===== config.mk =====
export PLATFORM = sky130hd
export DESIGN_NAME = crc_top
export DESIGN_NICKNAME = d
export VERILOG_FILES = /design/src/rtl/crc_pkg.sv /design/src/rtl/crc_div_if.sv /design/src/rtl/crc_top.sv /design/src/rtl/crc_clkgen.sv
export SDC_FILE = /design/constraint.sdc
export NUM_CORES = 1
export LEC_CHECK = 0
export ABC_AREA = 1
export ABC_CLOCK_PERIOD_IN_PS = 2400
export BUFFER_PORTS_ARGS = -buffer_cell sky130_fd_sc_hd__buf_2
export CAP_MARGIN = 40
export CORE_ASPECT_RATIO = 0.7
export CORE_UTILIZATION = 46
export DETAILED_ROUTE_END_ITERATION = 16
export PLACE_DENSITY = 0.75
export SKIP_LAST_GASP = 1
export SLEW_MARGIN = 40
export SYNTH_ARGS = -nofsm -noshare
export SYNTH_HDL_FRONTEND = slang
export SYNTH_HIERARCHICAL = 1
export SYNTH_SLANG_ARGS = --single-unit

===== constraint.sdc =====
create_clock -name ref_clk -period 2.4 [get_ports ref_clk]
set_clock_uncertainty 0.15 [all_clocks]
set_input_delay 0.48 -clock ref_clk [delete_from_list [all_inputs] [get_ports ref_clk]]
set_output_delay 0.48 -clock ref_clk [all_outputs]
set_load 0.05 [all_outputs]

===== src/rtl/crc_pkg.sv =====
// Constants, types and helpers shared by the clock ratio and reset block.
// Notes on behaviour
// The pipeline clock is the reference rate times 1x, 2x, 3x or 1.5x, picked by the two ratio select pins.
// The system interface and transmit clocks run at the reference rate, independent of the pipeline clock.
// With the reduced power bit set all three clocks run at a quarter of their normal rate.
// Endian select and write data pattern take their defaults only at power-on reset and stay writable.
// Configuration bits [19:18] always read as 01.
// The write data rate comes from a configuration setting whose fastest choice gives one word per cycle.
// Power-on reset may be asserted and released at any moment, unaligned to any clock.
// Power-on reset completes even if warm reset is never asserted.
// No reference clock output and no receive clock output exist.
// Two write data rates exist, every cycle or one word followed by two idle cycles, set by the pattern field.
// Outside logic timed from the interface clock must let software adapt to the quartered rate.
// Release of power-on reset is synchronised before the clocked domains leave reset.
// Ratio and reduced power changes take effect only at a common clock boundary.
package crc_pkg;

    // Ticks of ref_clk in one period of the derived reference rate.
    localparam int unsigned BASE_TICKS = 6;
    localparam int unsigned LOWPWR_FACTOR = 4;

    localparam logic [11:0] CFG_OFFSET = 12'h000;
    localparam logic [11:0] STAT_OFFSET = 12'h004;

    localparam int unsigned CFG_LOWPWR_BIT = 0;
    localparam int unsigned CFG_ENDIAN_BIT = 15;
    localparam int unsigned CFG_FIXED_LSB = 18;
    localparam int unsigned CFG_PATTERN_BIT = 24;
    localparam logic [1:0] CFG_FIXED_VAL = 2'h1;

    localparam int unsigned STAT_RATIO_LSB = 0;
    localparam int unsigned STAT_LOWPWR_BIT = 2;
    localparam int unsigned STAT_RST_BIT = 3;
    localparam int unsigned STAT_PINS_LSB = 4;

    localparam logic LOWPWR_RST = 1'b0;
    localparam logic ENDIAN_RST = 1'b0;
    localparam logic PATTERN_D = 1'b0;
    localparam logic PATTERN_DXX = 1'b1;
    localparam logic PATTERN_RST = PATTERN_DXX;
    // System clock cycles per data word in the sparse pattern.
    localparam logic [1:0] DXX_STRIDE = 2'h3;

    typedef enum logic [1:0] {
        CRC_RATIO_1X = 2'b00,
        CRC_RATIO_2X = 2'b01,
        CRC_RATIO_3X = 2'b10,
        CRC_RATIO_1P5X = 2'b11
    } crc_ratio_t;

    function automatic logic [4:0] crc_pipe_period(crc_ratio_t r,
        logic slow);
        int unsigned p;
        p = BASE_TICKS;
        case (r)
            CRC_RATIO_2X: p = BASE_TICKS / 2;
            CRC_RATIO_3X: p = BASE_TICKS / 3;
            CRC_RATIO_1P5X: p = (BASE_TICKS * 2) / 3;
            default: p = BASE_TICKS;
        endcase
        if (slow) begin
            p = p * LOWPWR_FACTOR;
        end
        return p[4:0];
    endfunction

    function automatic logic [4:0] crc_sys_period(logic slow);
        int unsigned p;
        p = slow ? BASE_TICKS * LOWPWR_FACTOR : BASE_TICKS;
        return p[4:0];
    endfunction

    function automatic logic [4:0] crc_high(logic [4:0] period);
        logic [5:0] h;
        h = ({1'b0, period} + 6'h1) >> 1;
        return h[4:0];
    endfunction

endpackage


===== src/rtl/crc_div_if.sv =====
// Link between the controller and one clock divider.
`timescale 1ns/1ps
interface crc_div_if;
    logic [4:0] period;
    logic [4:0] high;
    logic start;
    logic run;
    logic clk_lvl;
    logic rise;

    modport gen (
        input period,
        input high,
        input start,
        input run,
        output clk_lvl,
        output rise
    );

    modport ctl (
        output period,
        output high,
        output start,
        output run,
        input clk_lvl,
        input rise
    );
endinterface


===== src/rtl/crc_top.sv =====
// Clock ratio, reduced power and power-on reset control with APB registers.
`timescale 1ns/1ps
module crc_top (
    input wire logic ref_clk,
    input wire logic rst,
    input wire logic warm_reset_n,
    input wire logic [1:0] clock_ratio_select_pins,
    input wire logic [11:0] paddr,
    input wire logic psel,
    input wire logic penable,
    input wire logic pwrite,
    input wire logic [31:0] pwdata,
    output logic [31:0] prdata,
    output logic pready,
    output logic pslverr,
    output logic pipeline_clock,
    output logic system_interface_clock,
    output logic transmit_clock,
    output logic pipeline_reset,
    output logic system_reset,
    output logic endian_select,
    output logic write_slot
);
    crc_div_if pipe_if ();
    crc_div_if sys_if ();

    logic rs1_q;
    logic rs2_q;
    logic warm1_q;
    logic warm2_q;
    logic [1:0] pin1_q;
    logic [1:0] pin2_q;
    logic core_rst_q;
    logic lowpwr_cfg_q;
    logic lowpwr_act_q;
    crc_pkg::crc_ratio_t ratio_act_q;
    logic endian_q;
    logic pattern_q;
    logic [4:0] frame_q;
    logic odd_q;
    logic [1:0] slot_q;
    logic write_slot_q;
    logic [31:0] prdata_q;

    logic [4:0] frame_len;
    logic frame_end;
    logic pair_end;
    logic sel_cfg;
    logic sel_stat;
    logic sel_any;
    logic setup;
    logic wr_take;
    logic [31:0] cfg_word;
    logic [31:0] stat_word;
    logic [31:0] rd_word;
    logic slot_ok;

    // async reset sync
    // Assertion acts at once; release passes two flops first.
    always_ff @(posedge ref_clk or posedge rst) begin
        if (rst) begin
            rs1_q <= 1'b0;
            rs2_q <= 1'b0;
        end else begin
            rs1_q <= 1'b1;
            rs2_q <= rs1_q;
        end
    end

    always_ff @(posedge ref_clk or posedge rst) begin
        if (rst) begin
            warm1_q <= 1'b0;
            warm2_q <= 1'b0;
            pin1_q <= 2'h0;
            pin2_q <= 2'h0;
        end else begin
            warm1_q <= warm_reset_n;
            warm2_q <= warm1_q;
            pin1_q <= clock_ratio_select_pins;
            pin2_q <= pin1_q;
        end
    end

    // quarter rate frame
    assign frame_len = crc_pkg::crc_sys_period(lowpwr_act_q);
    assign frame_end = (frame_q == frame_len - 5'h1);
    // A 1.5x period does not divide one frame, only a pair of frames.
    assign pair_end = frame_end && !odd_q;

    always_ff @(posedge ref_clk or posedge rst) begin
        if (rst) begin
            frame_q <= 5'h0;
            odd_q <= 1'b0;
        end else if (frame_end) begin
            frame_q <= 5'h0;
            odd_q <= !odd_q;
        end else begin
            frame_q <= frame_q + 5'h1;
        end
    end

    // switch at boundary
    // Every derived period divides a pair of frames, so the end of a pair
    // is a moment when all clocks sit at a common edge, for every ratio.
    always_ff @(posedge ref_clk or posedge rst) begin
        if (rst) begin
            lowpwr_act_q <= crc_pkg::LOWPWR_RST;
            ratio_act_q <= crc_pkg::CRC_RATIO_1X;
        end else if (pair_end) begin
            lowpwr_act_q <= lowpwr_cfg_q;
            ratio_act_q <= crc_pkg::crc_ratio_t'(pin2_q);
        end
    end

    // one synchronised release for both domains
    // warm reset optional
    always_ff @(posedge ref_clk or posedge rst) begin
        if (rst) begin
            core_rst_q <= 1'b1;
        end else if (!rs2_q || !warm2_q) begin
            core_rst_q <= 1'b1;
        end else if (frame_end) begin
            core_rst_q <= 1'b0;
        end
    end

    // pipeline ratio select
    assign pipe_if.period = crc_pkg::crc_pipe_period(ratio_act_q,
        lowpwr_act_q);
    assign pipe_if.high = crc_pkg::crc_high(pipe_if.period);
    assign pipe_if.start = pair_end;
    assign pipe_if.run = rs2_q;

    // system at reference rate
    assign sys_if.period = frame_len;
    assign sys_if.high = crc_pkg::crc_high(frame_len);
    assign sys_if.start = frame_end;
    assign sys_if.run = rs2_q;

    crc_clkgen u_pipe (
        .ref_clk(ref_clk),
        .rst(rst),
        .div(pipe_if.gen)
    );

    crc_clkgen u_sys (
        .ref_clk(ref_clk),
        .rst(rst),
        .div(sys_if.gen)
    );

    // no extra clock outputs
    // Only the three derived clocks leave the block.
    assign pipeline_clock = pipe_if.clk_lvl;
    assign system_interface_clock = sys_if.clk_lvl;
    assign transmit_clock = sys_if.clk_lvl;
    assign pipeline_reset = core_rst_q;
    assign system_reset = core_rst_q;
    assign endian_select = endian_q;
    assign write_slot = write_slot_q;

    assign setup = psel && !penable;
    assign sel_cfg = (paddr == crc_pkg::CFG_OFFSET);
    assign sel_stat = (paddr == crc_pkg::STAT_OFFSET);
    assign sel_any = sel_cfg || sel_stat;
    assign wr_take = psel && penable && pwrite && sel_cfg;
    assign pready = 1'b1;
    assign pslverr = psel && penable && !sel_any;
    assign prdata = prdata_q;

    // fixed bits read 01
    always_comb begin
        cfg_word = 32'h0;
        cfg_word[crc_pkg::CFG_LOWPWR_BIT] = lowpwr_cfg_q;
        cfg_word[crc_pkg::CFG_ENDIAN_BIT] = endian_q;
        cfg_word[crc_pkg::CFG_FIXED_LSB +: 2] = crc_pkg::CFG_FIXED_VAL;
        cfg_word[crc_pkg::CFG_PATTERN_BIT] = pattern_q;
    end

    always_comb begin
        stat_word = 32'h0;
        stat_word[crc_pkg::STAT_RATIO_LSB +: 2] = ratio_act_q;
        stat_word[crc_pkg::STAT_LOWPWR_BIT] = lowpwr_act_q;
        stat_word[crc_pkg::STAT_RST_BIT] = core_rst_q;
        stat_word[crc_pkg::STAT_PINS_LSB +: 2] = pin2_q;
    end

    assign rd_word = sel_cfg ? cfg_word : (sel_stat ? stat_word : 32'h0);

    always_ff @(posedge ref_clk or posedge rst) begin
        if (rst) begin
            prdata_q <= 32'h0;
        end else if (setup) begin
            prdata_q <= rd_word;
        end
    end

    // defaults on power-on only
    // Warm reset leaves these fields alone; only rst reloads them.
    always_ff @(posedge ref_clk or posedge rst) begin
        if (rst) begin
            lowpwr_cfg_q <= crc_pkg::LOWPWR_RST;
            endian_q <= crc_pkg::ENDIAN_RST;
            pattern_q <= crc_pkg::PATTERN_RST;
        end else if (wr_take) begin
            lowpwr_cfg_q <= pwdata[crc_pkg::CFG_LOWPWR_BIT];
            endian_q <= pwdata[crc_pkg::CFG_ENDIAN_BIT];
            pattern_q <= pwdata[crc_pkg::CFG_PATTERN_BIT];
        end
    end

    // programmable write rate
    // sparse write pattern
    assign slot_ok = (pattern_q == crc_pkg::PATTERN_D) || (slot_q == 2'h0);

    always_ff @(posedge ref_clk or posedge rst) begin
        if (rst) begin
            slot_q <= 2'h0;
            write_slot_q <= 1'b0;
        end else begin
            write_slot_q <= sys_if.rise && slot_ok && !core_rst_q;
            if (core_rst_q) begin
                slot_q <= 2'h0;
            end else if (sys_if.rise) begin
                slot_q <= (slot_q == crc_pkg::DXX_STRIDE - 2'h1) ? 2'h0
                          : slot_q + 2'h1;
            end
        end
    end

    // Helper counters measure the gap between rising edges of each clock.
    logic [5:0] pgap_q;
    logic [4:0] pexp_q;
    logic pok_q;
    logic [5:0] sgap_q;
    logic [4:0] sexp_q;
    logic sok_q;

    always_ff @(posedge ref_clk or posedge rst) begin
        if (rst) begin
            pgap_q <= 6'h0;
            pexp_q <= 5'h0;
            pok_q <= 1'b0;
            sgap_q <= 6'h0;
            sexp_q <= 5'h0;
            sok_q <= 1'b0;
        end else begin
            pgap_q <= pipe_if.rise ? 6'h1 : pgap_q + 6'h1;
            sgap_q <= sys_if.rise ? 6'h1 : sgap_q + 6'h1;
            if (pipe_if.rise) begin
                pexp_q <= pipe_if.period;
                pok_q <= 1'b1;
            end
            if (sys_if.rise) begin
                sexp_q <= sys_if.period;
                sok_q <= 1'b1;
            end
        end
    end
endmodule


===== src/rtl/crc_clkgen.sv =====
// Divider that turns ref_clk into one derived clock level.
`timescale 1ns/1ps
module crc_clkgen (
    input wire logic ref_clk,
    input wire logic rst,
    crc_div_if.gen div
);
    logic [4:0] cnt_q;
    logic [4:0] cnt_d;
    logic clk_q;
    logic rise_q;
    logic wrap;

    // A frame start realigns the count so a new period never cuts a pulse.
    assign wrap = div.start || (cnt_q == div.period - 5'h1);
    assign cnt_d = (!div.run || wrap) ? 5'h0 : cnt_q + 5'h1;
    assign div.clk_lvl = clk_q;
    assign div.rise = rise_q;

    always_ff @(posedge ref_clk or posedge rst) begin
        if (rst) begin
            cnt_q <= 5'h0;
            clk_q <= 1'b0;
            rise_q <= 1'b0;
        end else begin
            cnt_q <= cnt_d;
            clk_q <= div.run && (cnt_d < div.high);
            rise_q <= div.run && (cnt_d == 5'h0);
        end
    end
endmodule


==> results.yml, run 1 <==
outcome:
  status: "finished with violations"
  violations: "negative setup slack"
logic_synthesis:
  yosysWarnings: 6
  netlist_area_mm2: 0.00288
  syn_area_per_cell_um2: 7.59
  syn-instance-count: 379
floorplanning:
  die_h_um: 68.2
  dieArea_mm2: 0.00658
  ios: 93
  fp.dieW_um: 96.5
  design.core.area_mm2: 0.00587
  initial_core_util_pct: 49.0
  placementRows: 23
timing:
  finalSetupViolCount: 2
  rsz0062_at_grt: "true"
  slew_headroom_pct: 63.3
  fin_crit_sh_pct: 109
  drv_slew: 0
  timing.fmax_mhz: 381
  finalHoldViolations: 0
  worst_slack_ns: -0.225
  layout_min_cycle_time_ns: 2.63
  tightestPinTransition_ns: 0.550
detailed_routing:
  vias_per_cell: 4.63
  first_iter_violations: 115
  routedWlPerCell_um: 11.3
  postRouteAntennaNets: 0
  routed_wl_um: 5980
  drcViolationCount: 0
  drt_pass1_iterations: 4
  routed-via-count: 2439
run:
  max_cap_viol_count: 0
cts:
  cts_sinks: 46
  cts_tree: "yes"
  clk_latency_ns: 0.30
  path_clk_slew_ns: 0.09
  numCtsBuffers: 5
  cts_root_buf: "clkbuf_8"
  htreeDepth: 2
  clk_path_buf_depth: 2
global_route:
  grt_pass1_vias: 2212
  antenna_found_initial: 0
  grt_pass1_wl_um: 9570
  track_usage_pct: 19.2
  grt_overflow: 0
  grt_start_max_net_pins: 16
critical_path:
  worst-setup-path-type: "flip-flop to flip-flop"
  end_kind: "flip-flop"
  crit_chain: "inv_1, ha_2, inv_2, nor2_4, inv_2, ha_4, inv_2, nand2_1, nand2_1, nor2_1, nand2_1, nor2_2, nand2_2, nand2_4, nor2_4, ha_4, nand2_4, inv_4, nand3_2, nand3_2, a21oi_2"
  crit_family: "simple AND/OR/NAND/NOR gates"
  worst-path-buf-inv: 5
  cp_slowest_cell: "dfrtp_1"
  worstPathMaxFanout: 4
  slowest_delay_ns: 0.41
  cp.required_ns: 2.44
  critPathLaunchType: "flip-flop"
  cp.arrival_ns: 2.67
finish:
  diodes: 0
  fin_nets: 518
  drive_gt1_share_pct: 31.0
  final_util_pct: 59.9
  final-instance-count-excl-fill: 527
  area_growth_pct: 22.2
place:
  place_inst: 513
  io_buffers: 39
  dp_hpwl_um: 4340
  place_congestion: 0.867
power:
  irDropWorstVdd_mv: 0.478
  leakagePower_nw: 1.95
  power_density_mw_per_mm2: 882
hold_path:
  hold_path_class: "primary input to flip-flop"
worst paths after layout:
| path | depth (start not counted) | to | slack, ns | from |
|---|---|---|---|---|
| setup / recovery | 21 | u_pipe/div.clk_lvl$_DFF_PP0_ | -0.23 | ratio_act_q[1]$_DFFE_PP0P_ |
| hold / removal | 1 | pin1_q[0]$_DFF_PP0_ | 0.13 | clock_ratio_select_pins[0] |
| setup reg to reg | 21 | u_pipe/div.clk_lvl$_DFF_PP0_ | -0.23 | ratio_act_q[1]$_DFFE_PP0P_ |
| hold reg to reg | 0 | warm2_q$_DFF_PP0_ | 0.20 | warm1_q$_DFF_PP0_ |
| max in group asynchronous | 4 | pattern_q$_DFFE_PP1P_ | 0.81 | rst |
| min in group asynchronous | 3 | u_pipe/cnt_q[0]$_DFF_PP0_ | 0.53 | rst |
worst reg2reg max path: stages, from the launching register on:
cell and delay [ns]:
dfrtp_1 0.41, inv_1 0.07, ha_2 0.18, inv_2 0.05
nor2_4 0.12, inv_2 0.06, ha_4 0.26, inv_2 0.02
nand2_1 0.04, nand2_1 0.04, nor2_1 0.10, nand2_1 0.07
nor2_2 0.11, nand2_2 0.08, nand2_4 0.11, nor2_4 0.05
ha_4 0.29, nand2_4 0.06, inv_4 0.06, nand3_2 0.06
nand3_2 0.08, a21oi_2 0.03
metal layers:
metal	global-route usage, %	routed length (um)	share of wire [%]
met5	0	0	0
met4	5.33	71	1.2
met3	4.89	213	3.6
met2	31.8	2980	50
met1	25.1	2720	45
metrics by stage:
| step | setup TNS (ns) | hold slack (ns) | instance area (um2) | setup WS [ns] | power, mW |
|---|---|---|---|---|---|
| after floorplan | -0.0726 | 0.121 | 2990 | -0.0726 | 1.97 |
| after global placement | -0.195 | 0.182 | 3220 | -0.195 | 2.27 |
| after detailed placement | -0.256 | 0.185 | 3220 | -0.249 | 2.32 |
| after CTS | -0.233 | 0.125 | 3390 | -0.233 | 2.95 |
| after global routing | -0.615 | 0.115 | 3520 | -0.396 | 3.34 |
| final | -0.234 | 0.132 | 3520 | -0.225 | 3.10 |
power breakdown:
| group | switching [mW] | internal (mW) |
|---|---|---|
| Combinational | 0.900 | 0.632 |
| Clock | 0.260 | 0.311 |
| Sequential | 0.109 | 0.889 |
flip-flops by register name (all words and copies together) (netlist names), 2 cells and up:
| name | count |
|---|---|
| pin2_q | 2 |
| u_sys/cnt_q | 5 |
| frame_q | 5 |
| u_pipe/cnt_q | 5 |
| slot_q | 2 |
| ratio_act_q | 2 |
| prdata | 9 |
| pin1_q | 2 |
repair_timing:
| item | 4_1_cts | 5_1_grt |
|---|---|---|
| setup endpoints to repair | 2 | 2 |
| gates cloned | 0 | 0 |
| endpoints found under the hold margin | 13 | 0 |
| pin swaps | 2 | 11 |
| buffers inserted | 2 | 3 |
| hold buffers | 1 | 0 |
| gates resized for setup | 9 | 25 |
layout by cell type (no fill, tap or decap), drive strengths merged:
cell type and instances:
nor2 51, dlygate4sd3 1, o21ai 5, xnor2 3, clkbuf 6, a211oi 2
dfstp 2, clkinv 3, buf 65, o22ai 1, a21oi 3, inv 65
nand2 107, nand4 12, nor3 4, o211ai 2, nand3 23, conb 29
clkinvlp 1, xor2 6, ha 15, bufinv 1, nand3b 1, dfrtp 44
area by class of cell:
type | instances | area [um2]
fill | 496 | 2350
multi-input combinational | 264 | 1500
sequential | 46 | 1150
timing repair buffer | 66 | 400
inverter | 68 | 263
tap | 75 | 93.8
clock buffer | 6 | 72.6
clock inverter | 2 | 37.5
Power figures use the tool's default switching activity.
==> run 2, diff against run 1 <==
CORE_UTILIZATION = 45   (was 46)
PLACE_DENSITY = 0.76   (was 0.75)
SYNTH_HIERARCHICAL = not set   (was 1)
==> run 2 against run 1 <==
  * The flow now finishes without violations
  * Wire length down 16%
  * Global-route usage down 1.3 points
  * Combinational power down 9.8%
  * Critical path depth down 6
  * Power down 4.0%
  * Worst hold slack about the same
  * First-iteration DRC count down 21%
  * Critical path type unchanged
  * Critical endpoint is now u_pipe.div.clk_lvl$_DFF_PP0_
==> results.yml, run 2 <==
outcome:
  status: "completed"
power:
  power_density_mw_per_mm2: 979
  irDropWorstVdd_mv: 0.495
  leakagePower_nw: 1.66
floorplanning:
  die_h_um: 64.7
  fp.dieW_um: 91.5
  placementRows: 22
  dieArea_mm2: 0.00592
  ios: 93
  initial_core_util_pct: 47.5
  design.core.area_mm2: 0.00531
global_route:
  grt_overflow: 0
  busiest_layer: "met2"
  grt_util_met3_pct: 4.23
  track_usage_pct: 17.9
  use_met2_pct: 29.2
  met1_usage_pct: 23.8
  grt_pass1_wl_um: 8260
  antenna_found_initial: 0
  grt_start_max_net_pins: 24
  grt_pass1_vias: 1868
detailed_routing:
  routed-via-count: 1996
  routed_wl_um: 5020
  first_iter_violations: 91
  drcViolationCount: 0
  routedWlPerCell_um: 11.6
  drt_pass1_iterations: 4
  vias_per_cell: 4.61
  postRouteAntennaNets: 0
logic_synthesis:
  synthSimpleGateAreaFrac_pct: 24.2
  synth.area.top_cells: "dfrtp_1 44%, nand2_1 9.5%, buf_4 7.7%"
  async_flop_share_pct: 100
  yosysWarnings: 0
  synth_flop_cell: "dfrtp_1"
  synth-xor-area-share_pct: 2.78
  synth_top_family_by_area: "simple AND/OR/NAND/NOR gates"
  syn_area_per_cell_um2: 8.47
  synth_top_area_cell: "dfrtp_1"
  syn-instance-count: 298
  synth_edf_count: 0
  synth-seq-cells: 46
  synth.distinct_cells: 34
  yosysTopAreaCellShare_pct: 43.6
  seq_area_frac_synth_pct: 45.7
  synthAdderAreaFrac_pct: 5.95
  synth_most_common_cell: "nand2_1"
  synth_compound_area_share_pct: 6.45
  synth_commonest_cells: "64 x nand2_1, 44 x dfrtp_1, 41 x inv_1"
  netlist_area_mm2: 0.00252
  synthMuxAreaShare_pct: 0
finish:
  n_fill_cell: 482
  most-common-layout-cells: "62 x nand2_1, 43 x dfrtp_1, 39 x inv_1, 39 x buf_2, 31 x nor2_1"
  final-instance-count-excl-fill: 433
  fin_nets: 424
  largest_reg_flops: 9
  multi_input_area_mm2: 0.00118
  area_growth_pct: 20.6
  seqCellArea_mm2: 0.00115
  final_util_pct: 57.3
  drive_gt1_share_pct: 27.1
  diodes: 0
  layout_commonest_cell: "nand2_1"
cts:
  cts_tree: "yes"
  clk_path_buf_depth: 2
  clk_latency_ns: 0.30
  cts_root_buf: "clkbuf_8"
  path_clk_slew_ns: 0.09
  cts_sinks: 46
  htreeDepth: 2
  numCtsBuffers: 5
timing:
  holdWs_ns: 0.131
  worst_slack_ns: 0.0715
  layout_min_cycle_time_ns: 2.33
  timing.fmax_mhz: 429
  fin_crit_sh_pct: 97.0
  drv_slew: 0
  finalSetupViolCount: 0
  finalHoldViolations: 0
hold_path:
  hold_path_class: "primary input to flip-flop"
critical_path:
  cp.required_ns: 2.49
  end_kind: "flip-flop"
  cp_common_cell: "nand2_4"
  cp_slowest_cell: "dfrtp_2"
  cp.arrival_ns: 2.42
  critPathLaunchType: "flip-flop"
  slowest_delay_ns: 0.46
  worstPathMaxFanout: 4
  crit_chain: "ha_4, nand2_4, nand2_4, nand2_2, nor2_2, nor2_2, nand2_2, nand2_4, nor2_4, ha_4, nand2_1, inv_1, nand3_1, nand3_1, a21oi_2"
  worst-path-buf-inv: 1
  worst-setup-path-type: "flip-flop to flip-flop"
  crit_family: "simple AND/OR/NAND/NOR gates"
place:
  io_buffers: 39
  dp_hpwl_um: 3730
  place_inst: 421
  place_ws_ns: -0.116
  place_congestion: 0.795
run:
  max_cap_viol_count: 0
## run 2: final timing paths
kind	start	endpoint	slack, ns	cells after the start
worst max-delay path	ratio_act_q[0]$_DFFE_PP0P_	u_pipe.div.clk_lvl$_DFF_PP0_	0.07	15
min in group asynchronous	rst	odd_q$_DFFE_PP0N_	0.48	3
max in group asynchronous	rst	pattern_q$_DFFE_PP1P_	1.01	4
worst min register to register	warm1_q$_DFF_PP0_	warm2_q$_DFF_PP0_	0.20	0
worst min-delay path	warm_reset_n	warm1_q$_DFF_PP0_	0.13	1
worst max register to register	ratio_act_q[0]$_DFFE_PP0P_	u_pipe.div.clk_lvl$_DFF_PP0_	0.07	15
## run 2: timing repair
item / 4_1_cts / 5_1_grt
resized for setup: 3 / 17
setup endpoints to repair: 1 / 1
hold buffers: 1 / 0
pin swaps: 0 / 10
endpoints found under the hold margin: 8 / 0
setup buffers: 0 / 3
## run 2: final cells by class
cell class	instances	area share, %
inverters	42	5.18
clock buffers	6	2.38
clock inverters	2	1.23
repair buffers	59	11.4
multi-input cells	206	38.9
well taps	72	2.96
flip-flops and latches	46	38.0
## run 2: report_power, final
group	internal [mW]	total [mW]	switching, mW
clock network	0.311	0.585	0.274
registers	0.898	1.01	0.112
logic	0.539	1.38	0.846
total	1.75	2.98	1.23
## run 2: routing by layer
| layer | up-vias | share of wire, % |
|---|---|---|
| li1 | 1008 | - |
| met1 | 921 | 47 |
| met2 | 61 | 47 |
| met3 | 6 | 4.9 |
| met4 | 0 | 1.2 |
| met5 | - | 0 |
## run 2: worst register-to-register path, cell delays in order (launching register included)
cell	delay (ns)
dfrtp_2	0.46
ha_4	0.31
nand2_4	0.07
nand2_4	0.08
nand2_2	0.06
nor2_2	0.13
nor2_2	0.05
nand2_2	0.08
nand2_4	0.09
nor2_4	0.18
ha_4	0.22
nand2_1	0.07
inv_1	0.06
nand3_1	0.06
nand3_1	0.09
a21oi_2	0.11
## run 2: through the flow
step	power, mW	area, um2	setup TNS (ns)
after floorplan	1.94	2610	0
after global placement	2.20	2810	0
after detailed placement	2.25	2810	-0.116
after CTS	2.87	2940	0
after global routing	3.20	3040	-0.0447
final	2.98	3040	0
## run 2: kinds of logic (layout without fill, tap and decap cells)
kind of cell,Yosys count,in the layout
buffers and inverters,70,109
xor gates and xnor gates,8,8
and+or+nand+nor,135,135
other,2,26
adders and majority gates,12,12
AOI/OAI and AO/OA,25,25
DFF,46,46
